$ cat src/ptpc_pkg.sv
/*
 * Constants, field layout and codes for the periodic timer with pulse and capture modes.
 * Assumes a 100 MHz system clock and an AXI4-Lite register slave with 32-bit data.
 */
package ptpc_pkg;
   localparam int CNT_W = 10;
   localparam int REG_W = 8;
   localparam int ADDR_W = 8;
   localparam int PRE_W = 6;
   typedef logic [CNT_W-1:0] ptpc_count_t;
   localparam ptpc_count_t CNT_ZERO = 10'h000;
   localparam ptpc_count_t CNT_ONE = 10'h001;
   localparam ptpc_count_t CNT_MAX = 10'h3FF;
   // Register byte addresses.
   localparam logic [ADDR_W-1:0] OFS_CTRL_RUN = 8'h00;
   localparam logic [ADDR_W-1:0] OFS_CTRL_MODE = 8'h04;
   localparam logic [ADDR_W-1:0] OFS_COUNT_LOW = 8'h08;
   localparam logic [ADDR_W-1:0] OFS_COUNT_HIGH = 8'h0C;
   localparam logic [ADDR_W-1:0] OFS_CMP_A_LOW = 8'h10;
   localparam logic [ADDR_W-1:0] OFS_CMP_A_HIGH = 8'h14;
   localparam logic [ADDR_W-1:0] OFS_CMP_P_LOW = 8'h18;
   localparam logic [ADDR_W-1:0] OFS_CMP_P_HIGH = 8'h1C;
   localparam logic [REG_W-1:0] CTRL_RUN_RESET = 8'h00;
   localparam logic [REG_W-1:0] CTRL_MODE_RESET = 8'h00;
   localparam logic [REG_W-1:0] CTRL_RUN_MASK = 8'hF8;
   localparam ptpc_count_t CMP_RESET = 10'h000;
   // Field positions in the run/clock control register.
   localparam int CR_PAUSE_BIT = 7;
   localparam int CR_CLK_HI = 6;
   localparam int CR_CLK_LO = 4;
   localparam int CR_ON_BIT = 3;
   // Field positions in the mode/output control register.
   localparam int CM_MODE_HI = 7;
   localparam int CM_MODE_LO = 6;
   localparam int CM_OUTF_HI = 5;
   localparam int CM_OUTF_LO = 4;
   localparam int CM_INIT_BIT = 3;
   localparam int CM_INV_BIT = 2;
   localparam int CM_CAPSRC_BIT = 1;
   localparam int CM_CLR_BIT = 0;
   // Operating modes.
   localparam logic [1:0] MODE_COMPARE = 2'h0;
   localparam logic [1:0] MODE_CAPTURE = 2'h1;
   localparam logic [1:0] MODE_PULSE = 2'h2;
   localparam logic [1:0] MODE_TIMER = 2'h3;
   // Function field codes: capture edges, then output functions.
   localparam logic [1:0] CAP_RISE = 2'h0;
   localparam logic [1:0] CAP_FALL = 2'h1;
   localparam logic [1:0] CAP_BOTH = 2'h2;
   localparam logic [1:0] CAP_OFF = 2'h3;
   localparam logic [1:0] OUTF_CMP_LOW = 2'h1;
   localparam logic [1:0] OUTF_CMP_HIGH = 2'h2;
   localparam logic [1:0] OUTF_CMP_TOGGLE = 2'h3;
   localparam logic [1:0] OUTF_FORCE_ACTIVE = 2'h1;
   localparam logic [1:0] OUTF_SINGLE_PULSE = 2'h3;
   // Counter clock sources.
   localparam logic [2:0] CLK_SYS_DIV4 = 3'h0;
   localparam logic [2:0] CLK_SYS = 3'h1;
   localparam logic [2:0] CLK_HIGH_DIV16 = 3'h2;
   localparam logic [2:0] CLK_HIGH_DIV64 = 3'h3;
   localparam logic [2:0] CLK_TIME_BASE = 3'h4;
   localparam logic [2:0] CLK_HIGH = 3'h5;
   localparam logic [2:0] CLK_EXT_RISE = 3'h6;
   localparam logic [2:0] CLK_EXT_FALL = 3'h7;
   localparam logic [PRE_W-1:0] DIV4_MASK = 6'h03;
   localparam logic [PRE_W-1:0] DIV16_MASK = 6'h0F;
   localparam logic [PRE_W-1:0] DIV64_MASK = 6'h3F;
   localparam logic [PRE_W-1:0] PRE_STEP = 6'h01;
   localparam logic [PRE_W-1:0] PRE_RESET = 6'h00;
   // Bus answers.
   localparam logic [1:0] RESP_OKAY = 2'h0;
   localparam logic [1:0] RESP_SLVERR = 2'h2;
endpackage : ptpc_pkg

$ cat src/ptpc_tick_if.sv
/*
 * Interface carrying clock source selection and the count tick between timer modules.
 * Assumes both ends run on the same system clock.
 */
`timescale 1ns/1ps
`default_nettype none
interface ptpc_tick_if;
   logic [2:0] clk_src;
   logic ext_rise;
   logic ext_fall;
   logic tbc_tick;
   logic run;
   logic tick;
   modport gen (input clk_src, input ext_rise, input ext_fall, input tbc_tick, input run,
      output tick);
   modport core (output clk_src, output ext_rise, output ext_fall, output tbc_tick,
      output run, input tick);
endinterface : ptpc_tick_if
`default_nettype wire

$ cat src/ptpc_tick_gen.sv
/*
 * Counter clock source selection: prescaled internal clocks, time base and pin edges.
 * Assumes the high clock equals the system clock and pin edges arrive as one-cycle pulses.
 */
`timescale 1ns/1ps
`default_nettype none
module ptpc_tick_gen
   import ptpc_pkg::*;
(
   input wire logic SYS_CLK,
   input wire logic NRST,
   ptpc_tick_if.gen t
);
   logic [PRE_W-1:0] pre_reg;

   function automatic logic pre_hit(input logic [PRE_W-1:0] pre, input logic [PRE_W-1:0] mask);
      pre_hit = (pre & mask) == mask;
   endfunction : pre_hit

   // Free running prescaler shared by all divided sources.
   always_ff @(posedge SYS_CLK or negedge NRST) begin
      if (!NRST) begin
         pre_reg <= PRE_RESET;
      end else begin
         pre_reg <= pre_reg + PRE_STEP;
      end
   end

   // One tick selects one count step while the counter runs.
   always_comb begin
      t.tick = 1'b0;
      unique case (t.clk_src)
         CLK_SYS_DIV4: t.tick = pre_hit(pre_reg, DIV4_MASK); // [RULE19]
         CLK_SYS: t.tick = 1'b1;
         CLK_HIGH_DIV16: t.tick = pre_hit(pre_reg, DIV16_MASK);
         CLK_HIGH_DIV64: t.tick = pre_hit(pre_reg, DIV64_MASK);
         CLK_TIME_BASE: t.tick = t.tbc_tick;
         CLK_HIGH: t.tick = 1'b1;
         CLK_EXT_RISE: t.tick = t.ext_rise;
         CLK_EXT_FALL: t.tick = t.ext_fall;
      endcase
      t.tick = t.tick & t.run; // [RULE18]
   end
endmodule : ptpc_tick_gen
`default_nettype wire

$ cat src/ptpc_top.sv
/*
 * Ten-bit periodic timer with compare, single pulse and capture modes behind AXI4-Lite.
 * Assumes pins synchronous to SYS_CLK and a master that keeps AXI4-Lite handshakes.
 */
// Behaviour
// [RULE1] Single pulse needs mode 10 and function 11.
// [RULE2] Pin edge sets counter_on in single pulse.
// [RULE3] counter_on rise starts count and pulse edge.
// [RULE4] Software clear or A match ends pulse.
// [RULE5] A match in single pulse requests interrupt.
// [RULE6] Single pulse clears only on counter_on rise.
// [RULE7] Capture needs mode 01 then counter_on.
// [RULE8] Function bits pick capture edge type.
// [RULE9] Function 11 disables capture, counter keeps running.
// [RULE10] Capture copies count into A, requests interrupt.
// [RULE11] Capture counter runs until counter_on falls.
// [RULE12] P match clears counter and requests interrupt.
// [RULE13] P zero lets counter reach full count.
// [RULE14] Capture sees pin edges even when driving.
// [RULE15] Capture mode drives no output function.
// [RULE16] Ten-bit up counter with comparators A, P.
// [RULE17] Counter never loaded; clears by rise, match, overflow.
// [RULE18] Pause freezes count; resume from held value.
// [RULE19] Clock source select picks eight counter clocks.
// [RULE20] counter_on rise zeroes count; fall holds it.
// [RULE21] Compare mode rise restores initial output level.
// [RULE22] Count read only; A and P read/write pairs.
// [RULE23] Capture edge codes: rise, fall, both, off.
// [RULE24] Capture source: io pin or clock pin.
// [RULE25] Initial level sets polarity; invert flips pin.
// [RULE26] Match strobes when counter equals compare value.
// [RULE27] Pin edge sets counter_on only in single pulse.
`timescale 1ns/1ps
`default_nettype none
module ptpc_top
   import ptpc_pkg::*;
(
   input wire logic SYS_CLK,
   input wire logic NRST,
   input wire logic [ADDR_W-1:0] S_AXI_AWADDR,
   input wire logic S_AXI_AWVALID,
   output logic S_AXI_AWREADY,
   input wire logic [31:0] S_AXI_WDATA,
   input wire logic [3:0] S_AXI_WSTRB,
   input wire logic S_AXI_WVALID,
   output logic S_AXI_WREADY,
   output logic [1:0] S_AXI_BRESP,
   output logic S_AXI_BVALID,
   input wire logic S_AXI_BREADY,
   input wire logic [ADDR_W-1:0] S_AXI_ARADDR,
   input wire logic S_AXI_ARVALID,
   output logic S_AXI_ARREADY,
   output logic [31:0] S_AXI_RDATA,
   output logic [1:0] S_AXI_RRESP,
   output logic S_AXI_RVALID,
   input wire logic S_AXI_RREADY,
   input wire logic EXT_CLK_PIN,
   input wire logic TBC_TICK,
   input wire logic IO_PIN_I,
   output logic IO_PIN_O,
   output logic IO_PIN_OE,
   output logic IRQ_A,
   output logic IRQ_P
);
   ptpc_tick_if tick_if ();

   logic [REG_W-1:0] ctrl_run_reg;
   logic [REG_W-1:0] ctrl_mode_reg;
   ptpc_count_t cmp_a_reg;
   ptpc_count_t cmp_p_reg;
   ptpc_count_t count_reg;
   logic on_prev_reg;
   logic ext_prev_reg;
   logic io_prev_reg;
   logic out_level_reg;
   logic oe_reg;
   logic irq_a_reg;
   logic irq_p_reg;
   logic aw_held_reg;
   logic [ADDR_W-1:0] awaddr_reg;
   logic w_held_reg;
   logic [REG_W-1:0] wdata_reg;
   logic wstrb_reg;
   logic bvalid_reg;
   logic [1:0] bresp_reg;
   logic rvalid_reg;
   logic [31:0] rdata_reg;
   logic [1:0] rresp_reg;

   logic aw_take;
   logic w_take;
   logic wr_fire;
   logic [ADDR_W-1:0] wr_addr;
   logic [REG_W-1:0] wr_data;
   logic wr_lane;
   logic wr_en;
   logic [REG_W-1:0] rd_byte;
   logic counter_on;
   logic on_next;
   logic on_rise;
   logic run;
   logic step;
   logic [1:0] mode;
   logic [1:0] outf;
   logic pulse_mode;
   logic p_zero;
   logic match_a;
   logic match_p;
   logic overflow;
   logic ext_rise;
   logic ext_fall;
   logic ext_start;
   logic pulse_stop;
   logic cap_level;
   logic cap_prev;
   logic capture;
   logic out_level_next;

   function automatic logic addr_is(input logic [ADDR_W-1:0] addr,
                                    input logic [ADDR_W-1:0] ofs);
      addr_is = addr == ofs;
   endfunction : addr_is

   function automatic logic addr_mapped(input logic [ADDR_W-1:0] addr);
      addr_mapped = addr_is(addr, OFS_CTRL_RUN) || addr_is(addr, OFS_CTRL_MODE) ||
                    addr_is(addr, OFS_COUNT_LOW) || addr_is(addr, OFS_COUNT_HIGH) ||
                    addr_is(addr, OFS_CMP_A_LOW) || addr_is(addr, OFS_CMP_A_HIGH) ||
                    addr_is(addr, OFS_CMP_P_LOW) || addr_is(addr, OFS_CMP_P_HIGH);
   endfunction : addr_mapped

   function automatic logic edge_hit(input logic rise, input logic fall, input logic [1:0] sel);
      unique case (sel)
         CAP_RISE: edge_hit = rise;
         CAP_FALL: edge_hit = fall;
         CAP_BOTH: edge_hit = rise | fall;
         CAP_OFF: edge_hit = 1'b0;
      endcase
   endfunction : edge_hit

   // Bus write channel: address and data taken in either order, answer after both.
   assign S_AXI_AWREADY = !aw_held_reg && !bvalid_reg;
   assign S_AXI_WREADY = !w_held_reg && !bvalid_reg;
   assign aw_take = S_AXI_AWVALID && S_AXI_AWREADY;
   assign w_take = S_AXI_WVALID && S_AXI_WREADY;
   assign wr_fire = (aw_held_reg || aw_take) && (w_held_reg || w_take);
   assign wr_addr = aw_held_reg ? awaddr_reg : S_AXI_AWADDR;
   assign wr_data = w_held_reg ? wdata_reg : S_AXI_WDATA[REG_W-1:0];
   assign wr_lane = w_held_reg ? wstrb_reg : S_AXI_WSTRB[0];
   assign wr_en = wr_fire && wr_lane && addr_mapped(wr_addr);
   assign S_AXI_BVALID = bvalid_reg;
   assign S_AXI_BRESP = bresp_reg;

   always_ff @(posedge SYS_CLK or negedge NRST) begin
      if (!NRST) begin
         aw_held_reg <= 1'b0;
         awaddr_reg <= '0;
         w_held_reg <= 1'b0;
         wdata_reg <= '0;
         wstrb_reg <= 1'b0;
         bvalid_reg <= 1'b0;
         bresp_reg <= RESP_OKAY;
      end else begin
         if (aw_take && !wr_fire) begin
            aw_held_reg <= 1'b1;
            awaddr_reg <= S_AXI_AWADDR;
         end
         if (w_take && !wr_fire) begin
            w_held_reg <= 1'b1;
            wdata_reg <= S_AXI_WDATA[REG_W-1:0];
            wstrb_reg <= S_AXI_WSTRB[0];
         end
         if (wr_fire) begin
            aw_held_reg <= 1'b0;
            w_held_reg <= 1'b0;
            bvalid_reg <= 1'b1;
            bresp_reg <= addr_mapped(wr_addr) ? RESP_OKAY : RESP_SLVERR;
         end else if (bvalid_reg && S_AXI_BREADY) begin
            bvalid_reg <= 1'b0;
         end
      end
   end

   // Bus read channel: one read at a time, data registered one cycle after the address.
   always_comb begin
      rd_byte = '0;
      if (addr_is(S_AXI_ARADDR, OFS_CTRL_RUN)) begin
         rd_byte = ctrl_run_reg & CTRL_RUN_MASK; // [RULE22]
      end else if (addr_is(S_AXI_ARADDR, OFS_CTRL_MODE)) begin
         rd_byte = ctrl_mode_reg;
      end else if (addr_is(S_AXI_ARADDR, OFS_COUNT_LOW)) begin
         rd_byte = count_reg[REG_W-1:0]; // [RULE22]
      end else if (addr_is(S_AXI_ARADDR, OFS_COUNT_HIGH)) begin
         rd_byte = {6'h00, count_reg[CNT_W-1:REG_W]};
      end else if (addr_is(S_AXI_ARADDR, OFS_CMP_A_LOW)) begin
         rd_byte = cmp_a_reg[REG_W-1:0];
      end else if (addr_is(S_AXI_ARADDR, OFS_CMP_A_HIGH)) begin
         rd_byte = {6'h00, cmp_a_reg[CNT_W-1:REG_W]};
      end else if (addr_is(S_AXI_ARADDR, OFS_CMP_P_LOW)) begin
         rd_byte = cmp_p_reg[REG_W-1:0];
      end else if (addr_is(S_AXI_ARADDR, OFS_CMP_P_HIGH)) begin
         rd_byte = {6'h00, cmp_p_reg[CNT_W-1:REG_W]};
      end
   end

   assign S_AXI_ARREADY = !rvalid_reg;
   assign S_AXI_RVALID = rvalid_reg;
   assign S_AXI_RDATA = rdata_reg;
   assign S_AXI_RRESP = rresp_reg;

   always_ff @(posedge SYS_CLK or negedge NRST) begin
      if (!NRST) begin
         rvalid_reg <= 1'b0;
         rdata_reg <= '0;
         rresp_reg <= RESP_OKAY;
      end else if (S_AXI_ARVALID && !rvalid_reg) begin
         rvalid_reg <= 1'b1;
         rdata_reg <= {24'h000000, rd_byte};
         rresp_reg <= addr_mapped(S_AXI_ARADDR) ? RESP_OKAY : RESP_SLVERR;
      end else if (rvalid_reg && S_AXI_RREADY) begin
         rvalid_reg <= 1'b0;
      end
   end

   // Field decode.
   assign counter_on = ctrl_run_reg[CR_ON_BIT];
   assign mode = ctrl_mode_reg[CM_MODE_HI:CM_MODE_LO];
   assign outf = ctrl_mode_reg[CM_OUTF_HI:CM_OUTF_LO];
   assign pulse_mode = (mode == MODE_PULSE) && (outf == OUTF_SINGLE_PULSE);
   assign on_rise = counter_on && !on_prev_reg;
   assign run = counter_on && !ctrl_run_reg[CR_PAUSE_BIT]; // [RULE18] [RULE20]
   assign p_zero = cmp_p_reg == CNT_ZERO;

   // Pin edges, pins being synchronous already.
   assign ext_rise = EXT_CLK_PIN && !ext_prev_reg;
   assign ext_fall = !EXT_CLK_PIN && ext_prev_reg;

   // Counter clock source.
   assign tick_if.clk_src = ctrl_run_reg[CR_CLK_HI:CR_CLK_LO];
   assign tick_if.ext_rise = ext_rise;
   assign tick_if.ext_fall = ext_fall;
   assign tick_if.tbc_tick = TBC_TICK;
   assign tick_if.run = run;
   assign step = tick_if.tick && !on_rise;

   ptpc_tick_gen u_tick_gen (
      .SYS_CLK(SYS_CLK),
      .NRST(NRST),
      .t(tick_if.gen)
   );

   // Comparators strobe on the counted step taken at the matching value.
   assign match_a = step && (count_reg == cmp_a_reg); // [RULE26] [RULE16]
   assign match_p = step && !p_zero && (count_reg == cmp_p_reg); // [RULE26]
   assign overflow = step && (count_reg == CNT_MAX);

   // Single pulse start and stop.
   assign ext_start = pulse_mode && !counter_on && // [RULE2] [RULE27]
                      ((tick_if.clk_src == CLK_EXT_FALL) ? ext_fall : ext_rise);
   assign pulse_stop = pulse_mode && match_a; // [RULE4]

   always_comb begin
      on_next = counter_on;
      if (wr_en && addr_is(wr_addr, OFS_CTRL_RUN)) begin
         on_next = wr_data[CR_ON_BIT];
      end
      if (pulse_stop) begin
         on_next = 1'b0; // [RULE4]
      end
      if (ext_start) begin
         on_next = 1'b1; // [RULE2]
      end
   end

   // Control registers; unimplemented low bits of run control read zero.
   always_ff @(posedge SYS_CLK or negedge NRST) begin
      if (!NRST) begin
         ctrl_run_reg <= CTRL_RUN_RESET;
         ctrl_mode_reg <= CTRL_MODE_RESET;
      end else begin
         if (wr_en && addr_is(wr_addr, OFS_CTRL_RUN)) begin
            ctrl_run_reg <= wr_data & CTRL_RUN_MASK;
         end
         ctrl_run_reg[CR_ON_BIT] <= on_next;
         if (wr_en && addr_is(wr_addr, OFS_CTRL_MODE)) begin
            ctrl_mode_reg <= wr_data;
         end
      end
   end

   // Capture trigger from the selected pin, watched even while the pin drives.
   assign cap_level = ctrl_mode_reg[CM_CAPSRC_BIT] ? EXT_CLK_PIN : IO_PIN_I; // [RULE24] [RULE14]
   assign cap_prev = ctrl_mode_reg[CM_CAPSRC_BIT] ? ext_prev_reg : io_prev_reg;
   assign capture = (mode == MODE_CAPTURE) && counter_on && // [RULE8] [RULE9] [RULE23]
                    edge_hit(cap_level && !cap_prev, !cap_level && cap_prev, outf);

   always_ff @(posedge SYS_CLK or negedge NRST) begin
      if (!NRST) begin
         on_prev_reg <= 1'b0;
         ext_prev_reg <= 1'b0;
         io_prev_reg <= 1'b0;
      end else begin
         on_prev_reg <= counter_on;
         ext_prev_reg <= EXT_CLK_PIN;
         io_prev_reg <= IO_PIN_I;
      end
   end

   // Compare values; a capture wins over a software write in the same cycle.
   always_ff @(posedge SYS_CLK or negedge NRST) begin
      if (!NRST) begin
         cmp_a_reg <= CMP_RESET;
         cmp_p_reg <= CMP_RESET;
      end else begin
         if (capture) begin
            cmp_a_reg <= count_reg; // [RULE10]
         end else if (wr_en && addr_is(wr_addr, OFS_CMP_A_LOW)) begin
            cmp_a_reg[REG_W-1:0] <= wr_data; // [RULE22]
         end else if (wr_en && addr_is(wr_addr, OFS_CMP_A_HIGH)) begin
            cmp_a_reg[CNT_W-1:REG_W] <= wr_data[CNT_W-REG_W-1:0];
         end
         if (wr_en && addr_is(wr_addr, OFS_CMP_P_LOW)) begin
            cmp_p_reg[REG_W-1:0] <= wr_data;
         end else if (wr_en && addr_is(wr_addr, OFS_CMP_P_HIGH)) begin
            cmp_p_reg[CNT_W-1:REG_W] <= wr_data[CNT_W-REG_W-1:0];
         end
      end
   end

   // Counter: only cleared, never loaded by software.
   always_ff @(posedge SYS_CLK or negedge NRST) begin
      if (!NRST) begin
         count_reg <= CNT_ZERO;
      end else if (on_rise) begin
         count_reg <= CNT_ZERO; // [RULE20] [RULE3] [RULE17]
      end else if (step) begin
         if (pulse_mode) begin
            count_reg <= count_reg + CNT_ONE; // [RULE6]
         end else if (mode == MODE_CAPTURE) begin
            count_reg <= match_p ? CNT_ZERO : count_reg + CNT_ONE; // [RULE12] [RULE13] [RULE11]
         end else if (ctrl_mode_reg[CM_CLR_BIT]) begin
            count_reg <= match_a ? CNT_ZERO : count_reg + CNT_ONE; // [RULE17]
         end else begin
            count_reg <= match_p ? CNT_ZERO : count_reg + CNT_ONE; // [RULE17]
         end
      end
   end

   // Interrupt request strobes.
   always_ff @(posedge SYS_CLK or negedge NRST) begin
      if (!NRST) begin
         irq_a_reg <= 1'b0;
         irq_p_reg <= 1'b0;
      end else if (mode == MODE_CAPTURE) begin
         irq_a_reg <= capture; // [RULE10]
         irq_p_reg <= match_p || (p_zero && overflow); // [RULE12]
      end else if (pulse_mode) begin
         irq_a_reg <= match_a; // [RULE5]
         irq_p_reg <= 1'b0; // [RULE6]
      end else begin
         irq_a_reg <= match_a;
         irq_p_reg <= !ctrl_mode_reg[CM_CLR_BIT] && (match_p || (p_zero && overflow));
      end
   end

   assign IRQ_A = irq_a_reg;
   assign IRQ_P = irq_p_reg;

   // Output level before polarity inversion.
   always_comb begin
      out_level_next = out_level_reg;
      if (pulse_mode) begin
         out_level_next = on_next == ctrl_mode_reg[CM_INIT_BIT]; // [RULE3] [RULE4] [RULE25]
      end else if (mode == MODE_PULSE) begin
         out_level_next = (outf == OUTF_FORCE_ACTIVE) ? ctrl_mode_reg[CM_INIT_BIT] :
                          !ctrl_mode_reg[CM_INIT_BIT];
      end else if (mode == MODE_COMPARE) begin
         if (on_rise) begin
            out_level_next = ctrl_mode_reg[CM_INIT_BIT]; // [RULE21]
         end else if (match_a) begin
            unique case (outf)
               OUTF_CMP_LOW: out_level_next = 1'b0;
               OUTF_CMP_HIGH: out_level_next = 1'b1;
               OUTF_CMP_TOGGLE: out_level_next = !out_level_reg;
               default: out_level_next = out_level_reg;
            endcase
         end
      end
   end

   always_ff @(posedge SYS_CLK or negedge NRST) begin
      if (!NRST) begin
         out_level_reg <= 1'b0;
         oe_reg <= 1'b0;
      end else begin
         out_level_reg <= out_level_next;
         oe_reg <= (mode == MODE_COMPARE) || (mode == MODE_PULSE); // [RULE15]
      end
   end

   assign IO_PIN_O = oe_reg && (out_level_reg ^ ctrl_mode_reg[CM_INV_BIT]); // [RULE25]
   assign IO_PIN_OE = oe_reg;
endmodule : ptpc_top
`default_nettype wire

$ cat config.mk
export PLATFORM = sky130hd
export DESIGN_NAME = ptpc_top
export DESIGN_NICKNAME = d
export VERILOG_FILES = /design/src/ptpc_pkg.sv /design/src/ptpc_tick_if.sv /design/src/ptpc_tick_gen.sv /design/src/ptpc_top.sv
export SDC_FILE = /design/constraint.sdc
export NUM_CORES = 1
export LEC_CHECK = 0
export ABC_AREA = 1
export BUFFER_PORTS_ARGS = -buffer_cell sky130_fd_sc_hd__buf_2
export CAP_MARGIN = 30
export CORE_MARGIN = 5
export CORE_UTILIZATION = 35
export DETAILED_ROUTE_END_ITERATION = 6
export MAX_ROUTING_LAYER = met4
export PLACE_DENSITY_LB_ADDON = 0.15
export SKIP_LAST_GASP = 1
export SYNTH_ARGS = -nofsm -noshare
export SYNTH_HDL_FRONTEND = slang
export SYNTH_HIERARCHICAL = 1
export SYNTH_SLANG_ARGS = --single-unit
$ cat constraint.sdc
create_clock -name SYS_CLK -period 5.1 [get_ports SYS_CLK]
set_input_delay 1.02 -clock SYS_CLK [delete_from_list [all_inputs] [get_ports SYS_CLK]]
set_output_delay 1.02 -clock SYS_CLK [all_outputs]
set_load 0.02 [all_outputs]
==> results of run 1 <==
## through the flow
step,util,hold slack (ns),instance area (µm²),setup slack [ns]
5_1_grt,0.399,0.430,5760,1.87
2_1_floorplan,-,0.374,5210,2.56
3_3_place_gp,0.377,0.378,5440,1.71
4_1_cts,0.399,0.402,5760,2.06
6_report,0.399,0.401,5760,2.08
3_5_place_dp,0.378,0.388,5450,1.70
## power groups by stage
stage / sequential (W) / combinational [W] / clock [W]
finish: 0.000895 / 0.000506 / 0.000691
global route: 0.000911 / 0.000585 / 0.000744
CTS: 0.000895 / 0.000516 / 0.000717
detailed placement: 0.000907 / 0.000515 / 0
global placement: 0.000905 / 0.000501 / 0
floorplan: 0.000861 / 0.000412 / 0
## area by class of cell
cell class | instances | share of cell area
Inverter | 93 | 0.0615
Timing Repair Buffer | 57 | 0.0513
Clock buffer | 12 | 0.0411
Tap cell | 184 | 0.0400
Multi-Input combinational cell | 480 | 0.416
Sequential cell | 87 | 0.378
Clock inverter | 4 | 0.0122
## worst register-to-register path, stage by stage, from the launching register on
cell and delay [ns]:
dfrtp_1 0.37, ha_1 0.19, inv_1 0.07, nor2_2 0.13, nand2_1 0.06, nand2_1 0.05, nand2_1 0.05, a21oi_2 0.21
inv_1 0.11, nor2_1 0.26, nand3_1 0.14, nor2_1 0.17, nand2_1 0.11, nand3_1 0.09, nand3_1 0.36, nand3b_1 0.23
nand2_1 0.06
## routing by layer
metal | wire [µm] | up-vias
met2 | 5760 | 141
met5 | 0 | -
met1 | 6460 | 1990
met4 | 270 | 0
met3 | 868 | 21
li1 | - | 2242
## cell usage in the layout, fill, tap and decap left out, drive strengths merged
cell	netlist	layout
a2111oi	1	1
a21boi	1	1
a21oi	22	22
a221oi	1	1
a32o	1	1
buf	30	57
bufinv	0	2
clkbuf	14	12
clkinv	0	2
conb	1	26
dfrtp	87	87
ha	4	4
inv	93	93
mux2	2	2
nand2	185	185
nand3	33	33
nand3b	3	3
nand4	12	12
nor2	60	60
nor3	8	8
nor3b	1	1
nor4	5	5
nor4b	1	1
o2111ai	2	2
o211ai	3	3
o21a	1	1
o21ai	73	73
o221ai	8	8
o22ai	5	5
o311ai	1	1
or2	2	2
xnor2	7	7
xor2	12	12
## kinds of logic (layout without fill, tap and decap cells)
family / after synthesis / count (layout) / synth area share
AOI/OAI and AO/OA: 119 / 119 / 0.137
buffers and inverters: 137 / 166 / 0.126
xor gates and xnor gates: 19 / 19 / 0.0325
and+or+nand+nor: 310 / 310 / 0.265
DFF: 87 / 87 / 0.425
muxes: 2 / 2 / 0.00440
adders and majority gates: 4 / 4 / 0.00978
other: 1 / 26 / 0.000733
## how the worst min path moves through the flow
stage | startpoint | end | depth (start not counted)
after floorplan | ctrl_run_reg[3]$_DFF_PN0_ | on_prev_reg$_DFF_PN0_ | 0
after global placement | ctrl_run_reg[3]$_DFF_PN0_ | on_prev_reg$_DFF_PN0_ | 0
after detailed placement | ctrl_run_reg[3]$_DFF_PN0_ | on_prev_reg$_DFF_PN0_ | 0
after CTS | ctrl_run_reg[3]$_DFF_PN0_ | on_prev_reg$_DFF_PN0_ | 0
after global routing | ctrl_run_reg[3]$_DFF_PN0_ | on_prev_reg$_DFF_PN0_ | 0
final | ctrl_run_reg[3]$_DFF_PN0_ | on_prev_reg$_DFF_PN0_ | 0
==> key figures, run 1 <==
Floorplan
  • Chip height: 131 µm
  • Site Rows: 44
  • Core area: 0.0144 mm²
  • Area of the die: 0.0171 mm²
  • Starting Density: 0.355
  • # IOs: 107
  • Die Wd: 131 µm

Finish
  • Post-Layout Cell Count: 917
  • Share of cells above drive strength 1: 0.139
  • Area of the multi-input gates: 0.00239 mm²
  • FF+latch area: 0.00218 mm²
  • # fillers: 1537
  • Nets@finish: 794
  • Area delta synth->final: 12.4%
  • Diode count: 0

GRT
  • Largest net degree at the start of global routing: 48
  • First-pass GRT wire length: 21600 µm
  • Vias in the first global route: 4274
  • Antenna violations before repair: 0
  • Routing usage on met3: 0.0293
  • M1 GR Usage: 0.228
  • Grt peak-use layer: met2
  • Met2 Use GR: 0.249
  • Total grt overflow: 0
  • Total track usage: 0.166

CTS
  • # H-tree levels: 3
  • Clk Latency, worst-skew pair: 0.34 ns
  • # Post-CTS Setup Buffers: 0
  • Clock Root Buffer: clkbuf_16
  • CTS Buffer Depth: 2
  • CTS tree: done
  • Clock slew at reported path FFs: 0.06 ns
  • CTS sink count: 87
  • Cts bufs inserted: 9
  • Resized Gates After CTS: 0
  • Hold_buf cts: 0

Worst setup path
  • Startpoint Class: primary input
  • Crit end category: flip-flop
  • Top delay family on crit path: simple AND/OR/NAND/NOR gates
  • Crit-path max cell delay: 0.36 ns
  • Levels on crit path: 15
  • Worst Path Class, Setup: in -> reg
  • Slowest-stage cell, CP: nand3_1
  • CP arrival: 3.25 ns
  • Cell count of the worst reg-to-reg path: 16
  • Reg-to-reg setup timing slack: 2.32 ns
  • Worst r2r src: u_tick_gen/pre_reg[0]$_DFF_PN0_
  • Buf/Inv on CP: 2
  • Worst Setup EP: count_reg[3]$_DFFE_PN0P_
  • Crit path max fanout: 10
  • Worst-path cell chain: buf_2, nor2_1, nand2_1, nand3_1, nand2_1, a21oi_2, inv_1, nor2_1, nand3_1, nor2_1, nand2_1, nand3_1, nand3_1, nand3b_1, nand2_1
  • Worst Setup SP: EXT_CLK_PIN
  • Worst EP required: 5.33 ns
  • R2r endpoint: count_reg[3]$_DFFE_PN0P_

Route
  • # DRC: 0
  • Detailed Route Iter0 Violations: 229
  • WL per Instance: 14.6 µm
  • Vias per cell: 4.79
  • TritonRoute pass-1 iters: 5
  • Post-Route WL: 13400 µm
  • Post-DRT Antenna Nets: 0
  • Vias: 4394

Logic synthesis
  • FF+latch count, synth: 87
  • Post-synth EDFFs: 0
  • Count of cell types in the netlist: 43
  • Area of the mapped netlist: 0.00512 mm²
  • Share of the synthesized area in the top cell type: 0.425
  • Syn avg cell area: 7.54 µm²
  • Synth cell count leaders: 177 x nand2_1, 90 x inv_1, 87 x dfrtp_1
  • YS warnings: 6
  • Async SR Flop Fraction: 1.00
  • Main synth FF type: dfrtp_1
  • Synth area leader: dfrtp_1
  • Sequential area share after synthesis: 0.425
  • Top post-synthesis cells by area: dfrtp_1 43%, nand2_1 13%, inv_1 6.6%
  • Mapped Cells: 679
  • Most frequent cell after synthesis: nand2_1

Placement
  • Post-Place Cells: 901
  • DP Wirelength: 10300 µm
  • Port Buffer Count: 53
  • GP Congestion: 0.919

Timing
  • Endpoints failing hold: 0
  • Pins Over Slew Limit: 0
  • Fmax: 331 MHz
  • Setup TNS: 0 ns
  • Max_slew headroom: 0.476
  • Fin crit share: 0.592
  • Unrepaired setup endpoints after global routing: no
  • Final Setup Violations: 0
  • Period minus WS final: 3.02 ns
  • Clock Skews: 0.00598 ns
  • Worst Tran Pin Value: 0.778 ns

Power and ir drop
  • Leakage: 2.85 nW
  • Gate power share: 0.242
  • Register share of total power: 0.428
  • Total internal power: 0.00138 W
  • Total power: 0.00209 W
  • Switching portion of total power: 0.340
  • Sw power: 0.000711 W
  • Clock power frac: 0.330
  • Maximum VDD drop: 0.000183 V
  • Power per cell area: 364 mW/mm²

Job
  • Number of max-cap violations: 0

Worst hold path
  • Hold Crit Class: reg -> reg

Status
  • Status: completed
No activity file was read; power rests on OpenSTA's default activity.
==> inputs of run 2 (changes only) <==
clock period = 2.9 ns   (was 5.1 ns; I/O delays follow)
==> run 2 against run 1 <==
Effect of this change: setup slack lost 1.8 ns; clock skew grew 0.0034 ns; clock-buffer cell count shrank 2; sequential cell count is the same; worst hold slack lost 0.17 ns; sequential share of layout area shrank 0.60 points; final area grew 1.6%; non-clock buffer count grew 5; clock power grew 97%; first-iteration DRC count grew 12%; largest cell class unchanged; largest power group unchanged.
==> key figures, run 2 (same netlist as run 1, synthesis figures left out) <==
CTS
  • # Post-CTS Setup Buffers: 0 (unchanged)
  • Hold_buf cts: 0 (unchanged)
  • Resized Gates After CTS: 0 (unchanged)
  • Clock Root Buffer: clkbuf_16
  • Clock slew at reported path FFs: 0.07 ns (about the same)
  • Clk Latency, worst-skew pair: 0.34 ns (about the same)
  • CTS sink count: 87 (unchanged)
  • CTS Buffer Depth: 2 (unchanged)
  • # H-tree levels: 3 (unchanged)
  • Cts bufs inserted: 9 (unchanged)
  • CTS tree: done

Route
  • Vias per cell: 4.79 (about the same)
  • Detailed Route Iter0 Violations: 257 (+12%)
  • Vias: 4419 (+0.57%)
  • Post-DRT Antenna Nets: 0 (unchanged)
  • Post-Route WL: 13800 µm (+3.0%)
  • WL per Instance: 14.9 µm (+2.5%)
  • TritonRoute pass-1 iters: 5 (unchanged)
  • # DRC: 0 (unchanged)

Timing
  • Endpoints failing hold: 0 (unchanged)
  • Period minus WS final: 2.62 ns
  • Unrepaired setup endpoints after global routing: no
  • Pins Over Slew Limit: 0 (unchanged)
  • Clock Skews: 0.00936 ns (+0.00338 ns)
  • Fin crit share: 0.902
  • Setup TNS: 0 ns (unchanged)
  • Worst Tran Pin Value: 0.917 ns (+0.139 ns)
  • Fmax: 382 MHz
  • Final Setup Violations: 0 (unchanged)
  • Max_slew headroom: 0.382 (-0.0937)

Worst setup path
  • Worst Path Class, Setup: reg -> reg
  • Top delay family on crit path: simple AND/OR/NAND/NOR gates
  • Worst-path cell chain: ha_1, inv_1, nor2_2, nand2_1, nand2_1, nand2_1, a21oi_2, inv_1, nor2_1, nand3_1, nor2_1, nand2_1, nand3_1, nand3_1, buf_4, nand3b_1, nand2_1
  • Worst EP required: 3.13 ns (-2.20 ns)
  • Slowest-stage cell, CP: dfrtp_1
  • Crit-path max cell delay: 0.38 ns (+0.02 ns)
  • Crit end category: flip-flop
  • Crit path max fanout: 10 (unchanged)
  • Startpoint Class: flip-flop
  • Most common cell type on the critical path: nand2_1
  • Buf/Inv on CP: 3 (+1)
  • CP arrival: 2.85 ns (-0.40 ns)

GRT
  • Vias in the first global route: 4255 (-0.44%)
  • First-pass GRT wire length: 22400 µm (+3.9%)
  • Largest net degree at the start of global routing: 46 (-4.2%)
  • Total grt overflow: 0 (unchanged)
  • Antenna violations before repair: 0 (unchanged)
  • Total track usage: 0.173 (+0.00695)

Floorplan
  • Area of the die: 0.0171 mm² (unchanged)
  • Die Wd: 131 µm (unchanged)
  • Chip height: 131 µm (unchanged)
  • Core area: 0.0144 mm² (unchanged)
  • # IOs: 107 (unchanged)
  • Starting Density: 0.355 (unchanged)
  • Site Rows: 44 (unchanged)

Worst hold path
  • Hold Crit Class: in -> async

Finish
  • Nets@finish: 799 (+0.63%)
  • Most common cell after layout, fill and taps aside: nand2_1
  • # fillers: 1513 (-1.6%)
  • Utilization after layout: 0.405 (+0.00642)
  • Finished Cell Area: 0.00585 mm² (+1.6%)
  • Area delta synth->final: 14.3%
  • Most frequent cells in the layout: 177 x nand2_1, 90 x inv_1, 87 x dfrtp_1
  • Post-Layout Cell Count: 922 (+0.55%)
  • Share of cells above drive strength 1: 0.149 (+0.00990)
  • Diode count: 0 (unchanged)

Placement
  • Post-Place Cells: 906 (+0.55%)
  • Port Buffer Count: 53 (unchanged)
  • DP Area: 0.00550 mm² (+0.96%)
  • DP Wirelength: 10700 µm (+3.2%)
  • GP Congestion: 0.870 (-5.4%)

Status
  • Status: completed

Job
  • Number of max-cap violations: 0 (unchanged)

Power and ir drop
  • Leakage: 2.89 nW (+1.7%)
  • Maximum VDD drop: 0.000435 V (+140%)
  • Power per cell area: 658 mW/mm² (+81%)
[run 2: changes by cell type in the layout (fill, tap and decap cells not counted)]
cell	change
clkinvlp_4	+1
buf_2	-1
clkbuf_8	+1
bufinv_16	+1
buf_12	+1
buf_4	+5
clkbuf_1	-3
[run 2: routing by layer]
metal / vias up / global-route usage / part of all wire
met1: 2027 / 0.243 / 0.49
met4: 0 / 0.0436 / 0.011
li1: 2252 / - / -
met5: - / - / 0
met2: 127 / 0.261 / 0.45
met3: 13 / 0.0289 / 0.054
[run 2: power breakdown]
part           switching [W]  total, W  internal, W
logic               0.000615  0.000909     0.000294
clock network       0.000496   0.00136     0.000863
registers           0.000189   0.00158      0.00139
total                0.00130   0.00385      0.00255
[run 2: final timing paths]
path	from	end	slack, ns	depth (start not counted)
max in group asynchronous	NRST	S_AXI_RDATA[7]$_DFFE_PN0P_	2.02	2
setup / recovery	u_tick_gen/pre_reg[0]$_DFF_PN0_	count_reg[3]$_DFFE_PN0P_	0.28	17
setup reg to reg	u_tick_gen/pre_reg[0]$_DFF_PN0_	count_reg[3]$_DFFE_PN0P_	0.28	17
hold reg to reg	ctrl_run_reg[3]$_DFF_PN0_	on_prev_reg$_DFF_PN0_	0.40	0
hold / removal	NRST	awaddr_reg[1]$_DFFE_PN0P_	0.23	1
min in group SYS_CLK	IO_PIN_I	io_prev_reg$_DFF_PN0_	0.36	1
[run 2: metrics by stage]
step / hold slack, ns / total power (W) / setup WS, ns
3_5_place_dp: 0.385 / 0.00252 / 0.212
4_1_cts: 0.246 / 0.00389 / 0.312
6_report: 0.228 / 0.00385 / 0.284
5_1_grt: 0.272 / 0.00409 / 0.0673
3_3_place_gp: 0.377 / 0.00249 / 0.238
2_1_floorplan: 0.284 / 0.00224 / 0.796
[run 2: cell type report]
class,instances,area (µm²),area share
sequential,87,2180,0.372
clock inverter,6,108,0.0184
timing repair buffer,62,348,0.0595
tap,184,230,0.0394
clock buffer,10,239,0.0409
inverter,93,354,0.0605
multi-input combinational,480,2390,0.409
[run 2: worst register-to-register path: stages (launching register included)]
cell and delay [ns]:
dfrtp_1 0.38, ha_1 0.20, inv_1 0.07, nor2_2 0.13, nand2_1 0.06, nand2_1 0.05
nand2_1 0.06, a21oi_2 0.22, inv_1 0.09, nor2_1 0.28, nand3_1 0.14, nor2_1 0.16
nand2_1 0.12, nand3_1 0.10, nand3_1 0.08, buf_4 0.19, nand3b_1 0.09, nand2_1 0.06
==> inputs of run 3 (changes only) <==
CELL_PAD_IN_SITES_DETAIL_PLACEMENT = 1   (was default)
CELL_PAD_IN_SITES_GLOBAL_PLACEMENT = 2   (was default)
CORE_UTILIZATION = 31   (was 35)
==> run 3 against run 2 <==
Effect of this change: clock power down 12%; worst hold slack worse by 0.010 ns; power down 3.4%; clock skew down 0.0013 ns; wire length up 12%; combinational power up 2.6%.
==> key figures, run 3 (same netlist as run 1, synthesis figures left out) <==
Route
  • Vias per cell: 4.68 (-2.4%)
  • Post-DRT Antenna Nets: 0 (unchanged)
  • Post-Route WL: 15400 µm (+12%)
  • WL per Instance: 16.1 µm (+7.6%)
  • TritonRoute pass-1 iters: 4 (-1)
  • # DRC: 0 (unchanged)
  • Vias: 4487 (+1.5%)
  • Detailed Route Iter0 Violations: 184 (-28%)

Finish
  • Most frequent cells in the layout: 177 x nand2_1, 90 x inv_1, 87 x dfrtp_1
  • Share of cells above drive strength 1: 0.149 (-0.000202)
  • Diode count: 0 (unchanged)
  • # fillers: 2011 (+33%)
  • Nets@finish: 800 (+0.13%)
  • Post-Layout Cell Count: 959 (+4.0%)
  • Utilization after layout: 0.357 (-0.0487)
  • Finished Cell Area: 0.00585 mm² (about the same)
  • Area delta synth->final: 14.3% (about the same)
  • Most common cell after layout, fill and taps aside: nand2_1

CTS
  • CTS tree: done
  • # H-tree levels: 3 (unchanged)
  • Clk Latency, worst-skew pair: 0.35 ns (about the same)
  • CTS Buffer Depth: 2 (unchanged)
  • Resized Gates After CTS: 0 (unchanged)
  • Cts bufs inserted: 9 (unchanged)
  • CTS sink count: 87 (unchanged)
  • # Post-CTS Setup Buffers: 0 (unchanged)
  • Clock slew at reported path FFs: 0.07 ns (about the same)
  • Clock Root Buffer: clkbuf_16
  • Hold_buf cts: 0 (unchanged)

Timing
  • Worst Tran Pin Value: 0.922 ns (+0.00447 ns)
  • Unrepaired setup endpoints after global routing: no
  • Hold slack: 0.218 ns (-0.0102 ns)
  • Endpoints failing hold: 0 (unchanged)
  • Fin crit share: 0.906 (+0.00408)
  • Setup TNS: 0 ns (unchanged)
  • Pins Over Slew Limit: 0 (unchanged)
  • Max_slew headroom: 0.379 (-0.00301)
  • Clock Skews: 0.00806 ns (-0.00130 ns)
  • Final Setup Violations: 0 (unchanged)
  • Period minus WS final: 2.63 ns (+0.0118 ns)
  • Fmax: 381 MHz (-0.45%)

Power and ir drop
  • Leakage: 2.88 nW (-0.61%)
  • Power per cell area: 635 mW/mm² (-3.5%)
  • Maximum VDD drop: 0.000331 V (-24%)

Floorplan
  • # IOs: 107 (unchanged)
  • Chip height: 139 µm (+5.8%)
  • Die Wd: 139 µm (+5.8%)
  • Area of the die: 0.0192 mm² (+12%)
  • Site Rows: 47 (+6.8%)
  • Starting Density: 0.312 (-0.0429)
  • Core area: 0.0164 mm² (+14%)

Placement
  • Post-Place Cells: 943 (+4.1%)
  • Port Buffer Count: 53 (unchanged)
  • DP Wirelength: 12100 µm (+14%)
  • DP Area: 0.00555 mm² (+0.96%)
  • GP Congestion: 0.848 (-2.5%)

GRT
  • Antenna violations before repair: 0 (unchanged)
  • Largest net degree at the start of global routing: 49 (+6.5%)
  • Vias in the first global route: 4702 (+11%)
  • Total grt overflow: 0 (unchanged)
  • First-pass GRT wire length: 24900 µm (+11%)
  • Total track usage: 0.166 (-0.00685)

Worst setup path
  • Worst EP required: 3.14 ns (about the same)
  • Crit path max fanout: 10 (unchanged)
  • Cell count of the worst reg-to-reg path: 17 (unchanged)
  • CP arrival: 2.87 ns (+0.02 ns)
  • Worst Path Class, Setup: reg -> reg
  • Startpoint Class: flip-flop
  • Crit end category: flip-flop

Job
  • Number of max-cap violations: 0 (unchanged)

Worst hold path
  • Hold Crit Class: in -> async

Status
  • Status: completed
[run 3: cell count changes in the layout (fill, tap and decap cells not counted)]
cell and delta:
inv_6 +1, clkbuf_1 +1, bufinv_16 -2, buf_4 +1
[run 3: worst paths after layout]
check	to	slack [ns]	start
min in group SYS_CLK	io_prev_reg$_DFF_PN0_	0.35	IO_PIN_I
setup reg to reg	count_reg[3]$_DFFE_PN0P_	0.27	u_tick_gen/pre_reg[0]$_DFF_PN0_
hold reg to reg	on_prev_reg$_DFF_PN0_	0.40	ctrl_run_reg[3]$_DFF_PN0_
hold / removal	awaddr_reg[5]$_DFFE_PN0P_	0.22	NRST
max in group asynchronous	S_AXI_RDATA[7]$_DFFE_PN0P_	2.03	NRST
setup / recovery	count_reg[3]$_DFFE_PN0P_	0.27	u_tick_gen/pre_reg[0]$_DFF_PN0_
[run 3: power breakdown]
part | internal, W | total (W) | switching (W)
Clock | 0.000693 | 0.00120 | 0.000512
Sequential | 0.00139 | 0.00158 | 0.000187
Combinational | 0.000300 | 0.000933 | 0.000633
[run 3: critical path, cell delays in order, from the launching register on]
cell,delay [ns]
dfrtp_1,0.37
ha_1,0.20
inv_1,0.09
nor2_2,0.14
nand2_1,0.07
nand2_1,0.09
nand2_1,0.07
a21oi_2,0.22
inv_1,0.13
nor2_1,0.26
nand3_1,0.12
nor2_1,0.16
nand2_1,0.12
nand3_1,0.09
nand3_1,0.08
buf_4,0.19
nand3b_1,0.09
nand2_1,0.06
[run 3: layout make-up]
class                           count  area (µm²)  area share
Multi-Input combinational cell    480        2390       0.409
Clock inverter                      5        56.3     0.00962
Tap cell                          220         275      0.0470
Inverter                           93         354      0.0605
Timing Repair Buffer               63         355      0.0607
Sequential cell                    87        2180       0.372
Clock buffer                       11         243      0.0415
[run 3: through the flow]
stage	total power [W]	setup slack, ns
2_1_floorplan	0.00224	0.796
6_report	0.00371	0.273
5_1_grt	0.00396	0.0831
3_3_place_gp	0.00251	0.213
3_5_place_dp	0.00256	0.150
4_1_cts	0.00379	0.195
[run 3: per-layer routing]
metal,GRT usage,routed length [µm]
met3,0.0290,511
met4,0.0432,207
met1,0.224,7570
met2,0.261,7120
met5,-,0
